**src/core/link_capture_map.vh**
```
// Register map, field positions, reset values and timing for the receive link capture.
// Included by the capture core and its destuffer; definitions only.
`ifndef LINK_CAPTURE_MAP_VH
`define LINK_CAPTURE_MAP_VH

// Printed offsets are not all multiples of four: these are word indices
`define REG_IDX_LINK_BYTE 8'h28
`define REG_IDX_MATCH_ONE 8'h29
`define REG_IDX_MATCH_TWO 8'h2a
`define REG_IDX_STATUS 8'h2b
`define REG_IDX_MASK 8'h2c
`define REG_IDX_CONTROL 8'h2d

// Field positions
`define FLD_MATCH 2
`define FLD_FULL 4
`define FLD_DESTUFF_EN 0
`define FLD_TX_SRC_HDLC 1

// Reset values
`define RST_BYTE 8'h00
`define RST_MATCH 8'h00
`define RST_MASK 8'h00
`define RST_CONTROL 8'h00

// Timing: one link bit per 250 us, one byte per 2 ms
`define BIT_PERIOD_NS 250000
`define BYTE_PERIOD_NS 2000000
`define CLK_PERIOD_NS 40
`define BIT_PERIOD_CYC (`BIT_PERIOD_NS / `CLK_PERIOD_NS)
`define BITS_PER_BYTE 4'h8
`define STUFF_RUN 3'h5

`endif

```
**src/core/link_zero_destuffer.v**
```verilog
// Zero destuffer for the serial receive link bit stream.
// Assumes bit_valid_i is a one-cycle strobe from the receive framer.
`timescale 1ns/1ns
`default_nettype none
`include "link_capture_map.vh"

module link_zero_destuffer (
    // Clock and reset
    input wire clk_sys_i,
    input wire sys_rst_i,
    // Control
    input wire enable_i,
    // Incoming bits
    input wire bit_valid_i,
    input wire bit_data_i,
    // Kept bits
    output wire keep_valid_o,
    output wire keep_data_o
);

    reg [2:0] ones_r;
    reg [2:0] ones_nxt;
    reg drop;

    // A zero after exactly five ones is stuffing; six or more means flag or abort
    always @*
    begin
        drop = enable_i && !bit_data_i && (ones_r == `STUFF_RUN);
        ones_nxt = ones_r;
        if (bit_data_i)
        begin
            if (ones_r != 3'h6)
                ones_nxt = ones_r + 3'h1; // Saturates at six, run length beyond matters not
        end
        else
            ones_nxt = 3'h0;
    end

    // Run counter advances only on real link bits
    always @(posedge clk_sys_i)
    begin
        if (sys_rst_i)
            ones_r <= 3'h0;
        else if (bit_valid_i)
            ones_r <= ones_nxt;
    end

    assign keep_valid_o = bit_valid_i && !drop;
    assign keep_data_o = bit_data_i;

endmodule
`default_nettype wire

```
**src/core/link_capture.v**
```verilog
// Legacy receive link capture with Avalon-MM register slave and interrupt.
// Assumes link bits arrive as one-cycle strobes synchronous to clk_sys_i,
// one per bit period, from the receive framer (link bits or framing bits).
// The bit period is the framer's business; nothing here measures or enforces it.
//
// Notes on behaviour
// - Each received link or framing bit that the destuffer keeps is shifted singly into the byte assembler.
// - The first bit received becomes bit 0 of the assembled byte.
// - At one bit per 250 us a full byte completes every 2 ms.
// - A completed byte sets the sticky buffer-full status flag.
// - With its mask bit set, buffer-full drives the low-active interrupt pin.
// - A completed byte equal to either match register sets the match flag.
// - With its mask bit set, the match flag drives the low-active interrupt pin.
// - With destuffing enabled, a zero following five ones is discarded.
// - A zero following six or more ones is kept.
// - The capture runs beside the newer receive controllers, independent of them.
// - Outgoing link data comes from one source only, legacy or HDLC.
//
// Added by the designer: the Avalon-MM interface to the registers.
`timescale 1ns/1ns
`default_nettype none
`include "link_capture_map.vh"

module link_capture (
    // Clock and reset
    input wire clk_sys_i,
    input wire sys_rst_i,
    // Avalon-MM slave
    input wire [7:0] avs_address_i,
    input wire avs_read_i,
    input wire avs_write_i,
    input wire [31:0] avs_writedata_i,
    input wire [3:0] avs_byteenable_i,
    output reg [31:0] avs_readdata_o,
    output wire avs_waitrequest_o,
    // Receive link bits from framer
    input wire rx_bit_valid_i,
    input wire rx_bit_data_i,
    // Transmit link source selection
    input wire tx_legacy_bit_i,
    input wire tx_hdlc_bit_i,
    output reg tx_link_bit_o,
    // Byte strobe for observers
    output reg byte_done_o,
    // Interrupt
    output wire irq_n_o
);

    // Register layout, one byte per word index, data bits 31:8 read as zero:
    //   link byte   read only, replaced whole when the eighth kept bit lands
    //   match one   first compare byte for the match flag
    //   match two   second compare byte for the match flag
    //   status      bit 4 buffer full, bit 2 match; write a one to clear a flag
    //   mask        same layout as status; a set bit lets that flag pull irq_n_o low
    //   control     bit 0 zero destuffer enable, bit 1 transmit source select
    // An unread byte is simply replaced by the next one: software has one
    // byte time to fetch it, and nothing here flags an overrun.

    // Link side: assembler and the readable byte
    reg [7:0] shift_r;
    reg [3:0] count_r;
    reg [7:0] link_byte_r;

    // Software registers and the next status value
    reg [7:0] match_one_r;
    reg [7:0] match_two_r;
    reg [7:0] status_r;
    reg [7:0] status_nxt;
    reg [7:0] mask_r;
    reg [7:0] control_r;

    // Bus answer sequencer; its state is also the answering-cycle flag
    localparam ACK_IDLE = 1'b0;
    localparam ACK_ANSWER = 1'b1;
    reg ack_r;
    reg ack_nxt;

    // Bit positions of the one-hot register select
    localparam SEL_BYTE = 0;
    localparam SEL_MATCH_ONE = 1;
    localparam SEL_MATCH_TWO = 2;
    localparam SEL_STATUS = 3;
    localparam SEL_MASK = 4;
    localparam SEL_CONTROL = 5;

    // Destuffer output and byte events
    wire keep_valid;
    wire keep_data;
    wire [7:0] assembled;
    wire byte_ev;
    wire match_ev;

    // Decoded bus strobes
    wire [5:0] reg_sel;
    wire wr_lane0;
    wire [7:0] wr_byte;
    wire clr_full;
    wire clr_match;

    // Compare one byte to a match register
    function is_match;
        input [7:0] a;
        input [7:0] b;
        begin
            is_match = (a == b);
        end
    endfunction

    // One-hot register select; an unmapped index selects nothing
    function [5:0] decode_index;
        input [7:0] addr;
        begin
            if (addr == `REG_IDX_LINK_BYTE)
                decode_index = 6'h01;
            else if (addr == `REG_IDX_MATCH_ONE)
                decode_index = 6'h02;
            else if (addr == `REG_IDX_MATCH_TWO)
                decode_index = 6'h04;
            else if (addr == `REG_IDX_STATUS)
                decode_index = 6'h08;
            else if (addr == `REG_IDX_MASK)
                decode_index = 6'h10;
            else if (addr == `REG_IDX_CONTROL)
                decode_index = 6'h20;
            else
                decode_index = 6'h00;
        end
    endfunction

    // Sticky flag step; the event wins so a clear never swallows a new one
    function sticky_next;
        input cur;
        input ev;
        input clr;
        begin
            if (ev)
                sticky_next = 1'b1;
            else if (clr)
                sticky_next = 1'b0;
            else
                sticky_next = cur;
        end
    endfunction

    // Destuffer drops stuffing zeros before they reach the assembler
    link_zero_destuffer u_destuff (
        .clk_sys_i(clk_sys_i),
        .sys_rst_i(sys_rst_i),
        .enable_i(control_r[`FLD_DESTUFF_EN]),
        .bit_valid_i(rx_bit_valid_i),
        .bit_data_i(rx_bit_data_i),
        .keep_valid_o(keep_valid),
        .keep_data_o(keep_data)
    );

    // New bit enters at the top so the first bit ends up in bit 0
    assign assembled = {keep_data, shift_r[7:1]};
    assign byte_ev = keep_valid && (count_r == (`BITS_PER_BYTE - 4'h1));
    assign match_ev = byte_ev &&
        (is_match(assembled, match_one_r) || is_match(assembled, match_two_r));

    // Byte assembler; runs regardless of any other receive controller
    // A zero dropped by the destuffer leaves both the byte and the count alone
    always @(posedge clk_sys_i)
    begin
        if (sys_rst_i)
        begin
            shift_r <= `RST_BYTE;
            count_r <= 4'h0;
            link_byte_r <= `RST_BYTE;
            byte_done_o <= 1'b0;
        end
        else
        begin
            byte_done_o <= byte_ev;
            if (keep_valid)
            begin
                shift_r <= assembled;
                if (byte_ev)
                begin
                    link_byte_r <= assembled;
                    count_r <= 4'h0;
                end
                else
                    count_r <= count_r + 4'h1;
            end
        end
    end

    // Next answer state: one wait state, then one answering cycle
    always @*
    begin
        ack_nxt = ack_r;
        case (ack_r)
            ACK_IDLE:
                if (avs_read_i || avs_write_i)
                    ack_nxt = ACK_ANSWER;
            ACK_ANSWER:
                ack_nxt = ACK_IDLE;
            default:
                ack_nxt = ACK_IDLE;
        endcase
    end

    // Waitrequest drops in the answering cycle; writes land only at its closing edge,
    // the one edge at which the master sees waitrequest low
    assign avs_waitrequest_o = (avs_read_i || avs_write_i) && (ack_r == ACK_IDLE);
    assign reg_sel = decode_index(avs_address_i);
    assign wr_lane0 = avs_write_i && (ack_r == ACK_ANSWER) && avs_byteenable_i[0];
    assign wr_byte = avs_writedata_i[7:0];
    assign clr_full = wr_lane0 && reg_sel[SEL_STATUS] && wr_byte[`FLD_FULL];
    assign clr_match = wr_lane0 && reg_sel[SEL_STATUS] && wr_byte[`FLD_MATCH];

    // Handshake and register writes
    always @(posedge clk_sys_i)
    begin
        if (sys_rst_i)
        begin
            ack_r <= ACK_IDLE;
            match_one_r <= `RST_MATCH;
            match_two_r <= `RST_MATCH;
            mask_r <= `RST_MASK;
            control_r <= `RST_CONTROL;
        end
        else
        begin
            ack_r <= ack_nxt;
            // Only the implemented flag and control bits are kept
            if (wr_lane0)
            begin
                if (reg_sel[SEL_MATCH_ONE])
                    match_one_r <= wr_byte;
                else if (reg_sel[SEL_MATCH_TWO])
                    match_two_r <= wr_byte;
                else if (reg_sel[SEL_MASK])
                    mask_r <= wr_byte & 8'h14;
                else if (reg_sel[SEL_CONTROL])
                    control_r <= wr_byte & 8'h03;
            end
        end
    end

    // Next status; a new event wins over a same-cycle clear
    always @*
    begin
        status_nxt = status_r;
        status_nxt[`FLD_FULL] = sticky_next(status_r[`FLD_FULL], byte_ev, clr_full);
        status_nxt[`FLD_MATCH] = sticky_next(status_r[`FLD_MATCH], match_ev, clr_match);
    end

    // Sticky status register
    always @(posedge clk_sys_i)
    begin
        if (sys_rst_i)
            status_r <= 8'h00;
        else
        begin
            status_r <= status_nxt;
        end
    end

    // Read data latched at the wait-state edge, so it stands at the answering edge
    // A read racing a completing byte returns the byte before it; unmapped reads give zero
    always @(posedge clk_sys_i)
    begin
        if (sys_rst_i)
            avs_readdata_o <= 32'h0;
        else if (avs_read_i && (ack_r == ACK_IDLE))
        begin
            if (reg_sel[SEL_BYTE])
                avs_readdata_o <= {24'h0, link_byte_r};
            else if (reg_sel[SEL_MATCH_ONE])
                avs_readdata_o <= {24'h0, match_one_r};
            else if (reg_sel[SEL_MATCH_TWO])
                avs_readdata_o <= {24'h0, match_two_r};
            else if (reg_sel[SEL_STATUS])
                avs_readdata_o <= {24'h0, status_r};
            else if (reg_sel[SEL_MASK])
                avs_readdata_o <= {24'h0, mask_r};
            else if (reg_sel[SEL_CONTROL])
                avs_readdata_o <= {24'h0, control_r};
            else
                avs_readdata_o <= 32'h0;
        end
    end

    // Exactly one transmit source at a time, never a mix
    // Registered, so a select change only takes effect on a clock edge
    always @(posedge clk_sys_i)
    begin
        if (sys_rst_i)
            tx_link_bit_o <= 1'b0;
        else if (control_r[`FLD_TX_SRC_HDLC])
            tx_link_bit_o <= tx_hdlc_bit_i;
        else
            tx_link_bit_o <= tx_legacy_bit_i;
    end

    // Level interrupt, low while any unmasked flag stands
    // Built from registers only, so it cannot glitch between clock edges
    assign irq_n_o = !(|(status_r & mask_r));

endmodule
`default_nettype wire

```
**config.mk**
```make
export PLATFORM = sky130hd
export DESIGN_NAME = link_capture
export DESIGN_NICKNAME = d
export VERILOG_FILES = /design/src/core/link_zero_destuffer.v /design/src/core/link_capture.v
export VERILOG_INCLUDE_DIRS = /design/src /design/src/core
export SDC_FILE = /design/constraint.sdc
export NUM_CORES = 1
export LEC_CHECK = 0
export BUFFER_PORTS_ARGS = -buffer_cell sky130_fd_sc_hd__clkbuf_2
export CAP_MARGIN = 15
export CORE_UTILIZATION = 55
export DETAILED_ROUTE_END_ITERATION = 8
export HOLD_SLACK_MARGIN = 0.12
export PLACE_DENSITY = 0.85
export SYNTH_ARGS = -nofsm -noshare
export SYNTH_HDL_FRONTEND = slang
export SYNTH_SLANG_ARGS = --single-unit
```
**constraint.sdc**
```tcl
create_clock -name clk_sys_i -period 4.2 [get_ports clk_sys_i]
set_input_delay 0.84 -clock clk_sys_i [delete_from_list [all_inputs] [get_ports clk_sys_i]]
set_output_delay 0.84 -clock clk_sys_i [all_outputs]
set_load 0.03 [all_outputs]
```
==> summary.md, run 1 <==
| Metric | Value |
|---|---|
| Clock root cell | `clkbuf_8` |
| Htree depth | `2` |
| YS warnings | `0` |
| Number of diodes | `0` |
| Final wirelength | `5930 µm` |
| Area delta synth->final | `8.35%` |
| CP Capture Type | `flop` |
| Async S/R FF share, synth | `0%` |
| Layout cell share with drive strength beyond 1 | `15.8%` |
| PostCTS Resize Cnt | `0` |
| Post-route ant nets | `0` |
| IO buf count | `36` |
| GPL Wtd Cong | `0.809` |
| CTS tree | `yes` |
| Busiest grt layer | `met2` |
| WL per Instance | `14.7 µm` |
| Via Count | `2236` |
| Pwr Total | `between 0.9 and 1 mW` |
| Die ar. | `0.00530 mm²` |
| Max Fanout on Critical Path | `12` |
| Synth unique cells | `49` |
| Avg Cell Area, Syn | `slightly below 9 µm²` |
| Pin count of the biggest net entering global routing | `45` |
| RSZ-0062 raised after global routing | `false` |
| RR Endpoint | `match_two_r[1]` |
| Global routing usage on met1 | `32.4%` |
| Die Ht | `72.8 µm` |
| Vias in the first global route | `between 1500 and 2000` |
| Vias per cell | `5.55` |
| CP startpoint kind | `input port` |
| Post-synthesis sequential area ratio | `39.9%` |
| Drt drc | `0` |
| Clk_skew | `13.5 ps` |
| Reg2Reg Depth | `5` |
| Clock Pin Slew Worst Setup and Hold Paths | `approximately 100 ps` |
| Setup TNS | `0 ps` |
| Met2 Track Usage GR | `35.7%` |
| WP buf/inv | `2` |
| Critical path depth | `6` |
| Crit-path cells | `clkbuf_2, or4b_4, nor4b_2, buf_4, mux2i_1, nor2_1` |
| EDFF count, synth | `0` |
| Overall global routing resource usage | `between 20% and 30%` |
| Num Clock Sinks | `55` |
| DP HPWL | `around 4200 µm` |
| Reg2Reg Launch Point | `ack_r` |
| Clk buf depth | `2` |
| Synth Flop Type | `dfxtp_1` |
| Nets | `391` |
| Hold Buf Count CTS | `0` |
| Combinational fraction of design power | `10.4%` |
| Count of final setup violators | `0` |
| CP endpoint | `match_two_r[1]` |
| Max cap viols | `0` |
| Slowest stage cell, crit path | `nor4b_2` |
| Switching pwr | `between 0.2 and 0.3 mW` |
| Critical Path RT | `4370 ps` |
| Outcome | `finished clean` |
| Period minus WS final | `2650 ps` |
| Worst-Skew Late Latency | `320 ps` |
| Global routing usage on met3 | `4.70%` |
| CP max stage delay | `680 ps` |
| Commonest non-fill, non-tap cell in the layout | `dfxtp_1` |
| Overflow after GRT | `0` |
| Leakage | `1.10 nW` |
| Utilization after layout | `roughly 62%` |
| Clock power frac | `36.4%` |
| Starting density of the core | `57.6%` |
| HP Class | `reg2reg` |
| Highest-count cells in the layout ignoring fill and taps | `dfxtp_1 (55), clkbuf_2 (36), nor2_1 (30)` |
| Pwr dens | `335 mW/mm²` |
| Rows | `25` |
| Crit-path leading delay family | `simple AND/OR/NAND/NOR gates` |
| Arrival time worst endpoint | `2820 ps` |
| Cell area after synthesis | `around 0.0028 mm²` |
| Cell-internal power | `0.745 mW` |
| First-pass DRT Iterations | `4` |
| Synth Instances | `310` |
| Fmax | `roughly 0.38 GHz` |
| CTS Buf Count | `5` |
| Crit Path Class | `in2reg` |
| Seq cells post-synth | `55` |
| Worst setup startpoint | `avs_address_i[4]` |
| Final period utilization | `63.1%` |
| Switching share of power | `25.5%` |
| Core region area | `0.00479 mm²` |
| R2R Setup Slk | `2060 ps` |
| Io pins | `just under 90` |
| Final Hold Fails | `0` |
| Slew HR | `40.2%` |
| Max VDD drop | `239 µV` |
| Fin. max-slew vios | `0` |
| Die width | `72.8 µm` |
| Setup Buffers After CTS | `0` |
| Initial DRC Count | `roughly 180` |
| Seq pwr share | `53.2%` |
| Initial antenna violation count | `0` |
| First-pass GRT wire length | `9430 µm` |
| Actual slew at the worst max-slew pin | `about 900 ps` |
[worst min-delay path by stage]
stage	start	endpoint	slack (ps)	cells past startpoint
finish	avs_readdata_o[0]	avs_readdata_o[0]	450	2
global route	avs_readdata_o[6]	avs_readdata_o[6]	480	2
CTS	avs_readdata_o[0]	avs_readdata_o[0]	460	2
detailed placement	avs_readdata_o[0]	avs_readdata_o[0]	440	2
global placement	avs_readdata_o[0]	avs_readdata_o[0]	440	2
floorplan	link_byte_r[3]	link_byte_r[3]	450	1
[cells in the mapped netlist (5+ instances only)]
library cell,instances,area share [%]
a22o_1,8,2.5
inv_1,6,0.82
dfxtp_1,55,40
mux2i_1,26,9.4
o2bb2ai_1,5,1.6
nand4_1,5,1.1
nor4_1,5,1.1
nor2_1,30,4.1
nand2_1,24,3.3
xnor2_1,17,5.4
clkbuf_1,13,1.8
buf_4,24,6.5
a21oi_1,19,3.4
nand3_1,18,3.3
[area by class of cell]
class	instances	area (µm²)
clock buffers	6	82.6
clock inverters	2	35.0
fillers	440	1800
inverters	6	22.5
multi-input cells	230	1470
flip-flops and latches	55	1100
well taps	67	83.8
repair buffers	37	188
[layer usage]
layer / wire [µm] / vias to the layer above
met5: 0 / -
met4: 108 / 0
met3: 407 / 11
met2: 2710 / 88
met1: 2700 / 1047
li1: - / 1090
[through the flow]
stage | hold slack [ps] | instance area, µm² | worst slack [ps] | instances
2_1_floorplan | 449 | 2840 | 1840 | 333
3_3_place_gp | 441 | 2870 | 1310 | 395
3_5_place_dp | 443 | 2870 | 1290 | 395
4_1_cts | 457 | 2990 | 1580 | 403
5_1_grt | 480 | 2990 | 1460 | 403
6_report | 453 | 2990 | 1550 | 403
[worst reg2reg max path, cell delays in order (launching register included)]
cell and delay, ps:
dfxtp_1 400, nand3_1 270, nor4b_2 740, buf_4 290
mux2i_1 230, nor2_1 60
[sequential cells by signal (all words and copies together), names as in the netlist]
register / cells
ack_r: 1
match_one_r: 8
u_destuff.ones_r: 3
status_r: 2
byte_done_o: 1
tx_link_bit_o: 1
shift_r: 7
link_byte_r: 8
count_r: 4
match_two_r: 8
avs_readdata_o: 8
control_r: 2
mask_r: 2
[power groups by stage]
stage	Combinational, mW	Sequential, mW	Clock (mW)
final	0.104	0.532	0.364
after global routing	0.112	0.533	0.385
after CTS	0.103	0.532	0.368
after detailed placement	0.102	0.544	0
after global placement	0.100	0.544	0
after floorplan	0.0925	0.545	0
[cells by family (layout without fill, tap and decap cells)]
| family | Yosys count | after routing | synth area share, % |
|---|---|---|---|
| xor gates and xnor gates | 18 | 18 | 5.72 |
| adders and majority gates | 4 | 4 | 1.82 |
| AOI/OAI and AO/OA | 51 | 51 | 12.9 |
| and+or+nand+nor | 106 | 106 | 19.7 |
| DFF | 55 | 55 | 39.9 |
| other | 1 | 24 | 0.136 |
| buffers and inverters | 48 | 51 | 9.94 |
| muxes | 27 | 27 | 9.85 |
(Power assumes the default switching activity.)
==> run 2: changes to the inputs <==
--- a/config.mk
+++ b/config.mk
@@ -8,10 +8,10 @@
 export LEC_CHECK = 0
 export BUFFER_PORTS_ARGS = -buffer_cell sky130_fd_sc_hd__clkbuf_2
 export CAP_MARGIN = 15
-export CORE_UTILIZATION = 55
+export CORE_UTILIZATION = 51
 export DETAILED_ROUTE_END_ITERATION = 8
 export HOLD_SLACK_MARGIN = 0.12
-export PLACE_DENSITY = 0.85
+export PLACE_DENSITY = 0.8
 export SYNTH_ARGS = -nofsm -noshare
 export SYNTH_HDL_FRONTEND = slang
 export SYNTH_SLANG_ARGS = --single-unit
==> constraint.sdc (replaced) <==
create_clock -name clk_sys_i -period 2.5 [get_ports clk_sys_i]
set_input_delay 0.5 -clock clk_sys_i [delete_from_list [all_inputs] [get_ports clk_sys_i]]
set_output_delay 0.5 -clock clk_sys_i [all_outputs]
set_load 0.03 [all_outputs]
==> run 2 against run 1 <==
  * Worst setup slack got worse by 930 ps
  * Flip-flop and latch count stayed put
  * Via count rose by 1.0%
  * Highest routed layer unchanged
  * Routed wire length up 2.4%
  * Count of clock-buffer cells in the layout rose by 2
  * Largest power group unchanged
  * First-iteration DRC count decreased by 35%
==> summary.md, run 2 (synthesis gave the netlist of run 1 again) <==
| Metric | Value |
|---|---|
| CP startpoint kind | `input port` |
| Crit Path Class | `in2reg` |
| RR Endpoint | `link_byte_r[0]` |
| Outcome | `finished clean` |
| PostCTS Resize Cnt | `0` |
| Fin. max-slew vios | `0` |
| WL per Instance | `14.7 µm` |
| Final period utilization | `75.5%` |
| Overflow after GRT | `0` |
| Final instance area | `0.00302 mm²` |
| Pin count of the biggest net entering global routing | `38` |
| Drt drc | `0` |
| Die width | `~76 µm` |
| Worst-Skew Late Latency | `310 ps` |
| Setup Buffers After CTS | `0` |
| Die ar. | `between 0.005 and 0.006 mm²` |
| DP HPWL | `approximately 4300 µm` |
| Fmax | `0.530 GHz` |
| Core region area | `0.00514 mm²` |
| Die Ht | `75.5 µm` |
| Num Clock Sinks | `55` |
| Nets | `approximately 400` |
| Final Hold Fails | `0` |
| Clock Pin Slew Worst Setup and Hold Paths | `around 90 ps` |
| First-pass DRT Iterations | `4` |
| Leakage | `around 1.1 nW` |
| Slowest stage cell, crit path | `or4b_4` |
| Critical Path RT | `between 2000 and 3000 ps` |
| Final wirelength | `6070 µm` |
| First-pass GRT wire length | `~9500 µm` |
| CTS tree | `yes` |
| Setup TNS | `0 ps` |
| Max cap viols | `0` |
| Arrival time worst endpoint | `around 2100 ps` |
| Clk_skew | `roughly 4.5 ps` |
| Clk buf depth | `2` |
| Commonest non-fill, non-tap cell in the layout | `dfxtp_1` |
| Post-route ant nets | `0` |
| Io pins | `88` |
| R2R Setup Slk | `around 640 ps` |
| Initial antenna violation count | `0` |
| Pwr dens | `530 mW/mm²` |
| GPL Wtd Cong | `between 0.8 and 0.9` |
| RSZ-0062 raised after global routing | `false` |
| Period minus WS final | `approximately 1900 ps` |
| Actual slew at the worst max-slew pin | `838 ps` |
| Number of diodes | `0` |
| Fillers | `480` |
| CP Capture Type | `flop` |
| Slew HR | `a little over two fifths` |
| Clock root cell | `clkbuf_8` |
| Count of final setup violators | `0` |
| Vias per cell | `5.48` |
| Crit-path cells | `clkbuf_2, or4b_4, nor4b_2, buf_4, mux2i_1, nor2_1` |
| Area delta synth->final | `9.49%` |
| CTS Buf Count | `5` |
| Max Fanout on Critical Path | `12` |
| Rows | `26` |
| HP Start | `tx_hdlc_bit_i` |
| Highest-count cells in the layout ignoring fill and taps | `dfxtp_1 (55), clkbuf_2 (36), nor2_1 (30)` |
| Starting density of the core | `a little over half` |
| Vias in the first global route | `just under 2000` |
| Via Count | `2259` |
| Layout cell share with drive strength beyond 1 | `17.0%` |
| Hold Buf Count CTS | `0` |
| CP max stage delay | `640 ps` |
| HP Class | `in2reg` |
| Dpl cell area | `between 0.002 and 0.003 mm²` |
| Hold Path Depth | `3` |
| Htree depth | `2` |
| Max VDD drop | `approximately 350 µV` |
| Initial DRC Count | `between 100 and 150` |
| IO buf count | `36` |
| Reg2Reg Launch Point | `u_destuff.ones_r[1]` |
| Reg2Reg Depth | `6` |
| Overall global routing resource usage | `between 20% and 30%` |
| Hold Path End | `tx_link_bit_o` |
-- run 2: cell types whose count changed in the layout (fill, tap and decap cells not counted) --
cell       previous run  this run
clkbuf_8              6         7
clkbuf_1              0         1
clkinv_2              1         0
buf_4                 1         7
bufinv_16             1         0
-- run 2: power breakdown --
group          leakage, nW  switching (mW)  internal, mW  total, mW
Sequential           0.444         0.00896         0.884      0.893
Clock               0.0515           0.275         0.253      0.528
Combinational        0.626           0.134        0.0451      0.179
Total                 1.12           0.418          1.18       1.60
-- run 2: worst max-delay path: cells and delay by family --
family	cells	cell delay, ps
muxes	1	200
and+or+nand+nor	3	1070
buffers and inverters	2	310
-- run 2: worst max-delay path by stage --
stage                          end           startpoint  cells past startpoint
floorplan           match_one_r[0]     avs_address_i[4]                      4
global placement    match_two_r[0]     avs_address_i[4]                      6
detailed placement  match_two_r[1]     avs_address_i[4]                      6
CTS                 match_two_r[1]     avs_address_i[4]                      6
global route        link_byte_r[4]  u_destuff.ones_r[1]                      6
finish              match_two_r[1]     avs_address_i[4]                      6
-- run 2: cell type report --
cell class	count	area, µm²	share of cell area, %
well taps	70	87.6	2.90
multi-input cells	230	1470	48.8
repair buffers	43	233	7.71
clock buffers	8	100	3.32
flip-flops and latches	55	1100	36.5
inverters	6	22.5	0.746
-- run 2: routing by layer --
layer	GRT usage, %	vias to the layer above	share of wire (%)
met1	29.4	1043	44
met2	35.6	95	48
li1	-	1105	-
met3	5.29	16	6.1
met5	0	-	0
met4	8.44	0	2.2
-- run 2: stage by stage --
step	total power [mW]	utilization [%]	hold slack [ps]	setup WS (ps)	instances
CTS	1.61	58.7	421	600	412
floorplan	1.07	-	449	480	333
detailed placement	1.09	56.8	449	274	404
global route	1.66	58.7	456	515	412
finish	1.60	58.7	425	613	412
global placement	1.09	56.8	440	323	404
==> run 3: changes to the inputs <==
--- a/config.mk
+++ b/config.mk
@@ -6,12 +6,13 @@
 export SDC_FILE = /design/constraint.sdc
 export NUM_CORES = 1
 export LEC_CHECK = 0
+export ABC_AREA = 1
 export BUFFER_PORTS_ARGS = -buffer_cell sky130_fd_sc_hd__clkbuf_2
 export CAP_MARGIN = 15
-export CORE_UTILIZATION = 51
+export CORE_UTILIZATION = 46
 export DETAILED_ROUTE_END_ITERATION = 8
 export HOLD_SLACK_MARGIN = 0.12
-export PLACE_DENSITY = 0.8
+export PLACE_DENSITY = 0.76
 export SYNTH_ARGS = -nofsm -noshare
 export SYNTH_HDL_FRONTEND = slang
 export SYNTH_SLANG_ARGS = --single-unit
==> constraint.sdc (replaced) <==
create_clock -name clk_sys_i -period 1.6 [get_ports clk_sys_i]
set_input_delay 0.32 -clock clk_sys_i [delete_from_list [all_inputs] [get_ports clk_sys_i]]
set_output_delay 0.32 -clock clk_sys_i [all_outputs]
set_load 0.03 [all_outputs]
==> run 3 against run 2 <==
  * Sequential share of layout area decreased by 2.3 points
  * Hold slack worse by 190 ps
  * Via count up 15%
  * Cell count up 25%
  * Largest power group unchanged
==> summary.md, run 3 <==
| Metric | Value |
|---|---|
| Number of diodes | `0` |
| Synth unique cells | `38` |
| Final period utilization | `94.6%` |
| Synth area leaders | `dfxtp_1 (38%), nand2_1 (9.4%), o21ai_0 (6.9%)` |
| HP Class | `in2reg` |
| Max VDD drop | `about 410 µV` |
| Io pins | `88` |
| Highest-count cells in the layout ignoring fill and taps | `nand2_1 (72), dfxtp_1 (55), inv_1 (46)` |
| Core region area | `0.00599 mm²` |
| CTS tree | `yes` |
| Switching pwr | `0.748 mW` |
| Via Count | `2589` |
| First-pass DRT Iterations | `4` |
| WL per Instance | `12.4 µm` |
| RR Endpoint | `link_byte_r[3]` |
| Leakage | `between 1 and 1.5 nW` |
| Num Clock Sinks | `55` |
| Crit-path cells | `ha_1, inv_1, nor3_2, nand2_8, nor2_8, inv_2, o22ai_1` |
| Placed insts | `507` |
| Crit-path leading delay family | `simple AND/OR/NAND/NOR gates` |
| Pwr Total | `2.55 mW` |
| First-pass GRT wire length | `between 10000 and 15000 µm` |
| Storage element area | `0.00110 mm²` |
| WP buf/inv | `2` |
| Die ar. | `around 0.0066 mm²` |
| Area delta synth->final | `11.7%` |
| Pre-CTS setup slack | `87.9 ps` |
| Worst-Skew Late Latency | `roughly 320 ps` |
| Max cap viols | `0` |
| Reg2Reg Launch Point | `count_r[0]` |
| Synth cell count leaders | `nand2_1 (72), dfxtp_1 (55), inv_1 (46), o21ai_0 (40), a21oi_1 (29)` |
| CP max stage delay | `380 ps` |
| Cell area after synthesis | `0.00289 mm²` |
| Combinational fraction of design power | `~14%` |
| Final instance area | `around 0.0032 mm²` |
| Max Fanout on Critical Path | `8` |
| CTS Buf Count | `5` |
| Setup ws final | `86.1 ps` |
| Die Ht | `81.2 µm` |
| Vias in the first global route | `2299` |
| YS warnings | `0` |
| Fmax | `0.661 GHz` |
| Rows | `28` |
| Synth Flop Type | `dfxtp_1` |
| Count of final setup violators | `0` |
| Cell-internal power | `1.80 mW` |
| Worst hold slack | `roughly 230 ps` |
| Adder-cell area share of the yosys netlist | `1.73%` |
| Seq pwr share | `between 50 and 60%` |
| Critical Path RT | `between 1500 and 2000 ps` |
| Seq cells post-synth | `55` |
| Die width | `81.2 µm` |
| Post-synth top area cell | `dfxtp_1` |
| Clock root cell | `clkbuf_8` |
| Switching share of power | `just under 30%` |
| Count leader, synth | `nand2_1` |
| DP HPWL | `around 4800 µm` |
| Synth Area in XOR/XNOR | `2.73%` |
| Pwr dens | `between 700 and 800 mW/mm²` |
| Async S/R FF share, synth | `0%` |
| Reg2Reg Depth | `7` |
| Final Hold Fails | `0` |
| Largest family of logic cells by synthesized area | `simple AND/OR/NAND/NOR gates` |
| Avg Cell Area, Syn | `7.30 µm²` |
| Clk_skew | `16.8 ps` |
| Crit Path Class | `reg2reg` |
| Starting density of the core | `48.2%` |
| Overflow after GRT | `0` |
| R2R Setup Slk | `between 80 and 90 ps` |
| Synth Area in Compound Gates | `16.3%` |
| Synth Instances | `395` |
| Fillers | `a little under 600` |
| Vias per cell | `5.04` |
| GPL Wtd Cong | `0.891` |
| HP Start | `avs_writedata_i[5]` |
| Clock Pin Slew Worst Setup and Hold Paths | `about 110 ps` |
| Post-synth top area share | `38.2%` |
| Clock power frac | `30.2%` |
| Setup TNS | `0 ps` |
| Fin. max-slew vios | `0` |
| Nets | `between 400 and 500` |
| Hold Path End | `match_two_r[5]` |
| Fin cells | `514` |
| Initial antenna violation count | `0` |
| CP startpoint kind | `flop` |
| Post-synthesis sequential area ratio | `38.2%` |
| Outcome | `finished clean` |
| Final wirelength | `6350 µm` |
| Post-route ant nets | `0` |
| Hold Path Depth | `3` |
| Post-synthesis mux area share | `0%` |
| Slowest stage cell, crit path | `dfxtp_1` |
| Overall global routing resource usage | `21.5%` |
| Commonest non-fill, non-tap cell in the layout | `nand2_1` |
| Initial DRC Count | `~210` |
| Layout cell share with drive strength beyond 1 | `18.7%` |
| CP Capture Type | `flop` |
| Arrival time worst endpoint | `between 1500 and 2000 ps` |
| Period minus WS final | `1510 ps` |
| Utilization after layout | `53.8%` |
| Dpl cell area | `0.00312 mm²` |
| Htree depth | `2` |
| IO buf count | `36` |
| Post-Synth Simple-Gate Area | `26.3%` |
| EDFF count, synth | `0` |
| Pin count of the biggest net entering global routing | `35` |
| Clk buf depth | `2` |
| Drt drc | `0` |
| Multi-input gate area | `between 0.001 and 0.0015 mm²` |
[run 3: cell types whose count changed after synthesis, moves of 9 or more]
cell	before	now
mux2i_1	26	0
a21oi_1	19	29
xnor2_1	17	8
clkbuf_1	13	3
nand2_1	24	72
o21ai_0	3	40
inv_1	6	46
[run 3: layout make-up]
type / count / area share, %
inverter: 51 / 6.10
multi-input combinational: 279 / 45.3
sequential: 55 / 34.2
timing repair buffer: 47 / 8.93
clock buffer: 5 / 2.14
tap: 75 / 2.91
clock inverter: 2 / 0.427
[run 3: what timing repair did]
action | in CTS | in global routing
buffers inserted | 0 | 0
hold buffers | 0 | 0
endpoints found under the setup margin | 0 | 3
gates resized for setup | 0 | 3
[run 3: cells by family (layout without fill, tap and decap cells)]
group,after synthesis,count (layout)
simple gates,156,156
compound gates,86,86
buf+inv,84,105
flops,55,55
xor+xnor,9,9
fa+ha+maj,4,4
other cells,1,24
[run 3: power by group through the flow]
stage,Combinational [mW],Sequential (mW),Clock (mW)
after floorplan,0.283,1.47,0
after global placement,0.347,1.45,0
after detailed placement,0.355,1.46,0
after CTS,0.355,1.42,0.768
after global routing,0.402,1.43,0.821
final,0.357,1.42,0.770
[run 3: routing by layer]
| layer | track usage [%] | routed length [µm] |
|---|---|---|
| met1 | 28.5 | 2980 |
| met2 | 35.3 | 2940 |
| met3 | 3.93 | 370 |
| met4 | 6.43 | 68 |
| met5 | 0 | 0 |
[run 3: worst max-delay path by stage]
stage | depth (start not counted) | from | endpoint | slack (ps)
after floorplan | 11 | u_destuff.ones_r[1] | link_byte_r[4] | 310
after global routing | 11 | u_destuff.ones_r[1] | link_byte_r[4] | -6
after detailed placement | 9 | avs_address_i[4] | match_one_r[3] | 90
final | 7 | count_r[0] | link_byte_r[3] | 90
after global placement | 9 | avs_address_i[4] | match_one_r[3] | 100
after CTS | 7 | count_r[0] | link_byte_r[3] | 90
[run 3: worst min-delay path, stage by stage]
cell and delay, ps:
clkbuf_2 90, nand2_1 60, a21oi_1 50
